$ cat config.mk
export PLATFORM = sky130hd
export DESIGN_NAME = acp_regs
export DESIGN_NICKNAME = d
export VERILOG_FILES = /design/src/acp_pkg.sv /design/src/acp_regs.sv /design/src/acp_word_fmt.sv
export SDC_FILE = /design/constraint.sdc
export NUM_CORES = 1
export LEC_CHECK = 0
export ABC_AREA = 1
export BUFFER_PORTS_ARGS = -buffer_cell sky130_fd_sc_hd__buf_2
export CAP_MARGIN = 20
export CORE_ASPECT_RATIO = 1.2
export CORE_MARGIN = 2
export CORE_UTILIZATION = 53
export CTS_BUF_LIST = sky130_fd_sc_hd__clkbuf_16
export DETAILED_ROUTE_END_ITERATION = 7
export GPL_ROUTABILITY_DRIVEN = 0
export HOLD_SLACK_MARGIN = 0.12
export MAX_ROUTING_LAYER = met4
export PLACE_DENSITY = 0.83
export REMOVE_ABC_BUFFERS = 1
export SLEW_MARGIN = 20
export SYNTH_ARGS = -nofsm -noshare
export SYNTH_HDL_FRONTEND = slang
export SYNTH_SLANG_ARGS = --single-unit
$ cat constraint.sdc
create_clock -name clk -period 3 [get_ports clk]
set_clock_uncertainty 0.05 [all_clocks]
set_input_delay 0 -clock clk [delete_from_list [all_inputs] [get_ports clk]]
set_output_delay 0 -clock clk [all_outputs]
set_load 0.02 [all_outputs]
$ cat src/acp_pkg.sv
package acp_pkg;

   // ------------------------------------------------------------
   // register map
   // ------------------------------------------------------------
   localparam logic [6:0] POWER_MASK_ADDR   = 7'h02;
   localparam logic [6:0] FEATURE_SEL_ADDR  = 7'h03;
   localparam logic [7:0] POWER_MASK_RESET  = 8'h00;
   localparam logic [7:0] FEATURE_SEL_RESET = 8'h00;
   localparam logic [7:0] ALL_CHANNELS_OFF  = 8'hFF;

   // ------------------------------------------------------------
   // feature select fields
   // ------------------------------------------------------------
   localparam int CHAIN_ID_MSB   = 7;
   localparam int CHAIN_ID_LSB   = 6;
   localparam int ZERO_BIT_HI    = 5;
   localparam int ALARM_EN_BIT   = 4;
   localparam int ZERO_BIT_LO    = 3;
   localparam int FORMAT_MSB     = 2;
   localparam int FORMAT_LSB     = 0;

   // ------------------------------------------------------------
   // channel variants
   // ------------------------------------------------------------
   localparam logic [7:0] PRESENT_8CH = 8'hFF;
   localparam logic [7:0] PRESENT_4CH = 8'h0F;

   // ------------------------------------------------------------
   // output word formats and layout
   // ------------------------------------------------------------
   localparam logic [2:0] FMT_RESULT      = 3'h0;
   localparam logic [2:0] FMT_CHAN        = 3'h1;
   localparam logic [2:0] FMT_CHAN_DEV    = 3'h2;
   localparam logic [2:0] FMT_CHAN_DEV_RG = 3'h3;
   localparam int         WORD_W          = 25;
   localparam int         RESULT_LSB      = 9;
   localparam int         CHAN_LSB        = 5;
   localparam int         DEVID_LSB       = 3;
   localparam logic [4:0] BITS_RESULT     = 5'h10;
   localparam logic [4:0] BITS_CHAN       = 5'h14;
   localparam logic [4:0] BITS_CHAN_DEV   = 5'h16;
   localparam logic [4:0] BITS_FULL       = 5'h19;

endpackage

$ cat src/acp_regs.sv
`timescale 1ns/1ps
// Operation
// - power-down mask resets to zero, all powered
// - set bit powers channel off, drops it from scan
// - clear bit keeps channel powered and scannable
// - all bits set: everything off, output invalid
// - absent-channel bit writes change nothing
// - absent-channel bits read back as ones
// - top two bits hold chain position id
// - bits five and three are zero
// - bit four enables threshold alarm, reset zero
// - low three bits pick output format
// - formats append channel, device, then range
// - channel address is four bits, binary
// - device address two bits, chain id
module acp_regs #(
   parameter int NUM_CH = 8
) (
   // clock and reset
   input  wire logic        clk,
   input  wire logic        rst,
   // register access from serial framing
   input  wire logic        reg_wr,
   input  wire logic        reg_rd,
   input  wire logic [6:0]  reg_addr,
   input  wire logic [7:0]  reg_wdata,
   output logic      [7:0]  reg_rdata,
   output logic             reg_rvalid,
   // configuration to front ends, scan, alarm
   output logic      [7:0]  chan_power_on,
   output logic      [7:0]  scan_allowed,
   output logic             all_powered_off,
   output logic             alarm_enable,
   output logic      [1:0]  chain_position_id,
   output logic      [2:0]  output_word_format,
   // conversion in
   input  wire logic        conv_valid,
   input  wire logic [15:0] conv_result,
   input  wire logic [2:0]  conv_channel,
   input  wire logic [2:0]  conv_range,
   input  wire logic        fixed_channel_mode,
   // formatted word out
   output logic             out_valid,
   output logic      [24:0] out_word,
   output logic      [4:0]  out_bits,
   output logic             out_invalid
);

   // ------------------------------------------------------------
   // state
   // ------------------------------------------------------------
   typedef struct packed {
      logic [7:0]  pd;
      logic [1:0]  chain_id;
      logic        alarm;
      logic [2:0]  fmt;
      logic [7:0]  rdata;
      logic        rvalid;
      logic [7:0]  pwr_on;
      logic [7:0]  scan_ok;
      logic        all_off;
      logic        ovalid;
      logic [24:0] word;
      logic [4:0]  nbits;
      logic        oinvalid;
   } acp_state_t;

   localparam logic [7:0] PRESENT =
      (NUM_CH == 4) ? acp_pkg::PRESENT_4CH : acp_pkg::PRESENT_8CH;

   acp_state_t  st;
   acp_state_t  next_st;
   logic [7:0]  chan_on;
   logic        every_off;
   logic [7:0]  feat_rd;
   logic [24:0] fmt_word;
   logic [4:0]  fmt_bits;

   // ------------------------------------------------------------
   // per-channel enables
   // ------------------------------------------------------------
   // absent channels never report as powered or scannable
   for (genvar i = 0; i < 8; i++) begin : g_chan
      assign chan_on[i] = PRESENT[i] & ~st.pd[i];
   end

   // absent bits count as off so a full mask on the small part still trips
   assign every_off = &(st.pd | ~PRESENT);

   assign feat_rd = {st.chain_id, 1'b0, st.alarm, 1'b0, st.fmt};

   // ------------------------------------------------------------
   // output word composer
   // ------------------------------------------------------------
   acp_word_fmt u_fmt (
      .format     (st.fmt),
      .chain_id   (st.chain_id),
      .result     (conv_result),
      .channel    (conv_channel),
      .range_code (conv_range),
      .word       (fmt_word),
      .nbits      (fmt_bits)
   );

   // ------------------------------------------------------------
   // next state
   // ------------------------------------------------------------
   always_comb begin
      next_st = st;
      next_st.rvalid = 1'b0;
      next_st.ovalid = 1'b0;
      if (reg_wr) begin
         case (reg_addr)
            acp_pkg::POWER_MASK_ADDR: begin
               next_st.pd = reg_wdata & PRESENT;
            end
            acp_pkg::FEATURE_SEL_ADDR: begin
               next_st.chain_id = reg_wdata[acp_pkg::CHAIN_ID_MSB:acp_pkg::CHAIN_ID_LSB];
               next_st.alarm    = reg_wdata[acp_pkg::ALARM_EN_BIT];
               next_st.fmt      = reg_wdata[acp_pkg::FORMAT_MSB:acp_pkg::FORMAT_LSB];
            end
            default: begin
               next_st.pd = st.pd;
            end
         endcase
      end
      if (reg_rd) begin
         case (reg_addr)
            acp_pkg::POWER_MASK_ADDR: begin
               next_st.rdata  = st.pd | ~PRESENT;
               next_st.rvalid = 1'b1;
            end
            acp_pkg::FEATURE_SEL_ADDR: begin
               next_st.rdata  = feat_rd;
               next_st.rvalid = 1'b1;
            end
            // other addresses belong to neighbouring register blocks
            default: begin
               next_st.rdata = 8'h00;
            end
         endcase
      end
      next_st.pwr_on  = chan_on;
      next_st.scan_ok = chan_on;
      next_st.all_off = every_off;
      if (conv_valid) begin
         next_st.ovalid   = 1'b1;
         next_st.word     = fmt_word;
         next_st.nbits    = fmt_bits;
         // flagged so alarm logic can discard a dead-channel result
         next_st.oinvalid = every_off | ~chan_on[conv_channel];
      end
   end

   // ------------------------------------------------------------
   // registers
   // ------------------------------------------------------------
   always_ff @(posedge clk) begin
      if (rst) begin
         st          <= '0;
         st.pd       <= acp_pkg::POWER_MASK_RESET;
         st.chain_id <= acp_pkg::FEATURE_SEL_RESET[acp_pkg::CHAIN_ID_MSB:acp_pkg::CHAIN_ID_LSB];
         st.alarm    <= acp_pkg::FEATURE_SEL_RESET[acp_pkg::ALARM_EN_BIT];
         st.fmt      <= acp_pkg::FEATURE_SEL_RESET[acp_pkg::FORMAT_MSB:acp_pkg::FORMAT_LSB];
      end else begin
         st <= next_st;
      end
   end

   assign reg_rdata          = st.rdata;
   assign reg_rvalid         = st.rvalid;
   assign chan_power_on      = st.pwr_on;
   assign scan_allowed       = st.scan_ok;
   assign all_powered_off    = st.all_off;
   assign alarm_enable       = st.alarm;
   assign chain_position_id  = st.chain_id;
   assign output_word_format = st.fmt;
   assign out_valid          = st.ovalid;
   assign out_word           = st.word;
   assign out_bits           = st.nbits;
   assign out_invalid        = st.oinvalid;
endmodule // acp_regs

$ cat src/acp_word_fmt.sv
`timescale 1ns/1ps
module acp_word_fmt (
   // selection
   input  wire logic [2:0]  format,
   input  wire logic [1:0]  chain_id,
   // conversion
   input  wire logic [15:0] result,
   input  wire logic [2:0]  channel,
   input  wire logic [2:0]  range_code,
   // composed word
   output logic      [24:0] word,
   output logic      [4:0]  nbits
);

   // ------------------------------------------------------------
   // composer
   // ------------------------------------------------------------
   // unused bits stay low, as the pin is pulled low after the payload
   always_comb begin
      word = '0;
      word[acp_pkg::RESULT_LSB +: 16] = result;
      nbits = acp_pkg::BITS_RESULT;
      case (format)
         acp_pkg::FMT_CHAN: begin
            word[acp_pkg::CHAN_LSB +: 4] = {1'b0, channel};
            nbits = acp_pkg::BITS_CHAN;
         end
         acp_pkg::FMT_CHAN_DEV: begin
            word[acp_pkg::CHAN_LSB +: 4]  = {1'b0, channel};
            word[acp_pkg::DEVID_LSB +: 2] = chain_id;
            nbits = acp_pkg::BITS_CHAN_DEV;
         end
         acp_pkg::FMT_CHAN_DEV_RG: begin
            word[acp_pkg::CHAN_LSB +: 4]  = {1'b0, channel};
            word[acp_pkg::DEVID_LSB +: 2] = chain_id;
            word[2:0] = range_code;
            nbits = acp_pkg::BITS_FULL;
         end
         // undefined codes fall back to the bare result
         default: begin
            nbits = acp_pkg::BITS_RESULT;
         end
      endcase
   end

endmodule // acp_word_fmt

==> impl_results.rst <==
.. list-table::
   :header-rows: 1

   * - Metric
     - Value
   * - Number of inserted diodes
     - 0
   * - Most frequent cell after synthesis
     - sky130_fd_sc_hd__nand2_1
   * - Max transition margin
     - 0.509
   * - Element type at the critical path end
     - flip-flop
   * - Proportion of register bits with asynchronous set or reset after synthesis
     - 0
   * - Routed length per instance
     - 13.4 µm
   * - Register share of total power
     - 0.374
   * - Max Freq
     - 366 MHz
   * - Post-layout power
     - 2340 µW
   * - Highest net fanout along the worst path
     - 12
   * - Cell internal power dissipation
     - 1770 µW
   * - Number of nets in the layout
     - approximately 550
   * - Overflow after GRT
     - 0
   * - Setup repair bufs after CTS
     - 0
   * - Max Root-Sink Buffers
     - 2
   * - Post-cts resize count
     - 0
   * - Kind of start point of the critical path
     - primary input
   * - Detailed Routing Iterations Pass 1
     - 5
   * - Area of the mapped netlist
     - 2970 µm²
   * - Number of enable-type register cells in the synthesized netlist
     - 0
   * - Clock Sink Count
     - between 60 and 70
   * - Worst Hold Margin
     - approximately 230 ps
   * - Global-route wire length before repair
     - approximately 12 mm
   * - Chip height
     - 85.9 µm
   * - Clock slew at reported path FFs
     - about 60 ps
   * - Portion of synthesized cell area occupied by the leading cell type
     - 0.419
   * - Minimum clock period
     - around 2700 ps
   * - Grt peak-use layer
     - met2
   * - Number of placement rows
     - 29
   * - Met2 routing resource usage after global routing
     - 0.465
   * - Met1 Use GR
     - 0.273
   * - Syn avg cell area
     - 7.08 µm²
   * - Clk root buf
     - sky130_fd_sc_hd__clkbuf_16
   * - Half-perimeter wire length after placement
     - ~4.3 mm
   * - Core Footprint
     - about 5300 µm²
   * - Accumulated negative setup slack
     - 0 ps
   * - Net switching component of the power
     - about 560 µW
   * - Setup ws final
     - around 270 ps
   * - Clk pwr share
     - 0.516
   * - Later-pin clock latency in the skew report
     - between 300 and 400 ps
   * - Transition time at the pin with the least slew margin
     - ~730 ps
   * - Full die area
     - 6210 µm²
   * - Total number of H-tree levels
     - 3
   * - Power density over cell area
     - 596 nW/µm²
   * - Most area-consuming cells after synthesis
     - sky130_fd_sc_hd__dfxtp_1 42%, sky130_fd_sc_hd__buf_4 15%, sky130_fd_sc_hd__nand2_1 9.7%
   * - Met3 capacity usage during global routing
     - 0.0564
   * - Net switching share of the total power
     - 0.240
   * - Register area share after synthesis
     - 0.419
   * - Violation count after the first detailed-routing iteration
     - about 270
   * - Number of buffers inserted during clock tree synthesis
     - 9
   * - Initial standard-cell utilization of the core
     - 0.556
   * - Top-level I/O count
     - roughly 110
   * - Data arrival time of the critical path
     - between 2000 and 3000 ps
   * - Dominant synthesized flop cell
     - sky130_fd_sc_hd__dfxtp_1
   * - Final core utilization
     - 0.734
   * - Setup Crit Path Kind
     - primary input to flip-flop
   * - Number of standard cells after synthesis
     - ~420
   * - Max-cap violation count
     - 0
   * - Number of synthesis warnings
     - 0
   * - RSZ-0062 raised after global routing
     - no
   * - Required time at the worst-slack endpoint
     - approximately 3200 ps
   * - Count of distinct cell types in the synthesized netlist
     - 21
   * - LEAKAGE
     - a little over 0.002 µW
   * - Status
     - complete, no violations
   * - Layout overhead on the synthesized area
     - 32.1%
   * - Worst Hold Class
     - primary input to flip-flop
   * - Most numerous cell types in the synthesized netlist
     - 77 x sky130_fd_sc_hd__nand2_1, 72 x sky130_fd_sc_hd__nor2_1, 62 x sky130_fd_sc_hd__dfxtp_1
   * - TritonCTS clock tree
     - yes
   * - Vias in the first global route
     - 2784
   * - Overall Global Routing Usage
     - 0.264
   * - Share of the cycle needed by the critical path after routing
     - 0.911
   * - Worst slack, placed
     - between 1000 and 1500 ps
   * - Routed Wire Length
     - 7.75 mm
   * - Largest net degree at the start of global routing
     - between 40 and 50
   * - Hold-fix buffers at CTS
     - slightly above 50
   * - Number of nets with antenna violations after detailed routing
     - 0
   * - Final setup vio count
     - 0
   * - Post-detailed-route via-to-cell ratio
     - roughly 5.0
   * - Register bit total from synthesis
     - 62
   * - Die Span X
     - 72.3 µm
   * - Antenna violations before repair
     - 0
   * - Number of vias after detailed routing
     - 2894
   * - Highest ir drop seen on vdd
     - 0.566 mV
   * - Final count of hold timing violations
     - 0
   * - Fraction of power consumed by combinational cells
     - 0.110
   * - Layout cells sized above 1
     - 0.271
   * - Port Buf Inserts
     - approximately 100
   * - Max Transition Viols Final
     - 0
   * - Top cell type by total area after synthesis
     - sky130_fd_sc_hd__dfxtp_1
   * - DRC violation count after routing
     - 0
power by group through the flow:
stage                     Combinational, µW  Clock [µW]  Sequential, µW
after floorplan                        69.1           0             941
after global placement                  212           0             889
after detailed placement                216           0             890
after CTS                               253        1200             873
after global routing                    281        1240             876
final                                   258        1200             873
stage by stage:
stage / cells / instance area, µm²
after floorplan: 345 / 2460
after CTS: 578 / 3920
after detailed placement: 511 / 3060
after global placement: 511 / 3060
final: 578 / 3920
after global routing: 578 / 3920
worst max-delay path, cell delays in order:
cell and delay, ps:
sky130_fd_sc_hd__dlygate4sd3_1 530, sky130_fd_sc_hd__buf_2 120, sky130_fd_sc_hd__inv_2 60, sky130_fd_sc_hd__nand2_2 70, sky130_fd_sc_hd__nor3_2 630, sky130_fd_sc_hd__nand3_1 170, sky130_fd_sc_hd__dlygate4sd3_1 610, sky130_fd_sc_hd__nand2_1 80
sky130_fd_sc_hd__nor2_1 60, sky130_fd_sc_hd__dlygate4sd3_1 560
routing by layer:
| metal | vias to the layer above | wire, µm |
|---|---|---|
| li1 | 1406 | - |
| met1 | 1322 | 3070 |
| met2 | 150 | 3930 |
| met3 | 16 | 586 |
| met4 | 0 | 163 |
| met5 | - | 0 |
logic make-up (layout without fill, tap and decap cells):
logic type             after synthesis  in the layout  share of synthesized area
AOI/OAI and AO/OA                   46             46                     0.0776
other                                1              1                    0.00126
buffers and inverters              120            217                      0.230
and+or+nand+nor                    190            190                      0.273
DFF                                 62             62                      0.419
area by class of cell:
class                      instances  area (µm²)
clock inverter                     7         123
fill                             377        1420
sequential                        62        1240
timing repair buffer             155        1030
multi-input combinational        237        1040
tap                               62        77.6
clock buffer                       9         225
inverter                          46         176
registers in the layout, summed over array words and instances, names as in the netlist:
signal              count
st                      8
out_valid               1
reg_rdata               8
all_powered_off         1
reg_rvalid              1
alarm_enable            1
chain_position_id       2
out_word               24
output_word_format      3
scan_allowed            8
out_bits                4
out_invalid             1
path summary, 6_finish.rpt:
check                         from               endpoint  slack (ps)  cells after the start
max                    reg_addr[3]  output_word_format[2]         270                     10
min                    reg_addr[0]                 st[67]         230                      9
max reg2reg  output_word_format[1]            out_word[0]        1110                      6
min reg2reg            out_bits[4]            out_bits[4]         420                      2
cells in the final DEF, fill, tap and decap left out:
master / instances
sky130_fd_sc_hd__nand2_2: 2
sky130_fd_sc_hd__nor2_1: 72
sky130_fd_sc_hd__nand2_1: 77
sky130_fd_sc_hd__nand3_1: 24
sky130_fd_sc_hd__and3_1: 1
sky130_fd_sc_hd__bufinv_16: 3
sky130_fd_sc_hd__clkbuf_16: 9
sky130_fd_sc_hd__o21ai_0: 25
sky130_fd_sc_hd__clkinvlp_4: 2
sky130_fd_sc_hd__dfxtp_1: 62
sky130_fd_sc_hd__inv_1: 41
sky130_fd_sc_hd__clkinv_2: 1
sky130_fd_sc_hd__nand2_4: 1
sky130_fd_sc_hd__nor4_1: 1
sky130_fd_sc_hd__inv_2: 3
sky130_fd_sc_hd__nor2_8: 1
sky130_fd_sc_hd__clkinv_4: 2
sky130_fd_sc_hd__dlygate4sd3_1: 51
sky130_fd_sc_hd__a21oi_1: 21
sky130_fd_sc_hd__nor2_2: 10
sky130_fd_sc_hd__conb_1: 1
sky130_fd_sc_hd__buf_2: 104
sky130_fd_sc_hd__nor3_2: 1
sky130_fd_sc_hd__inv_4: 1
No activity file was read; power rests on OpenSTA's default activity.
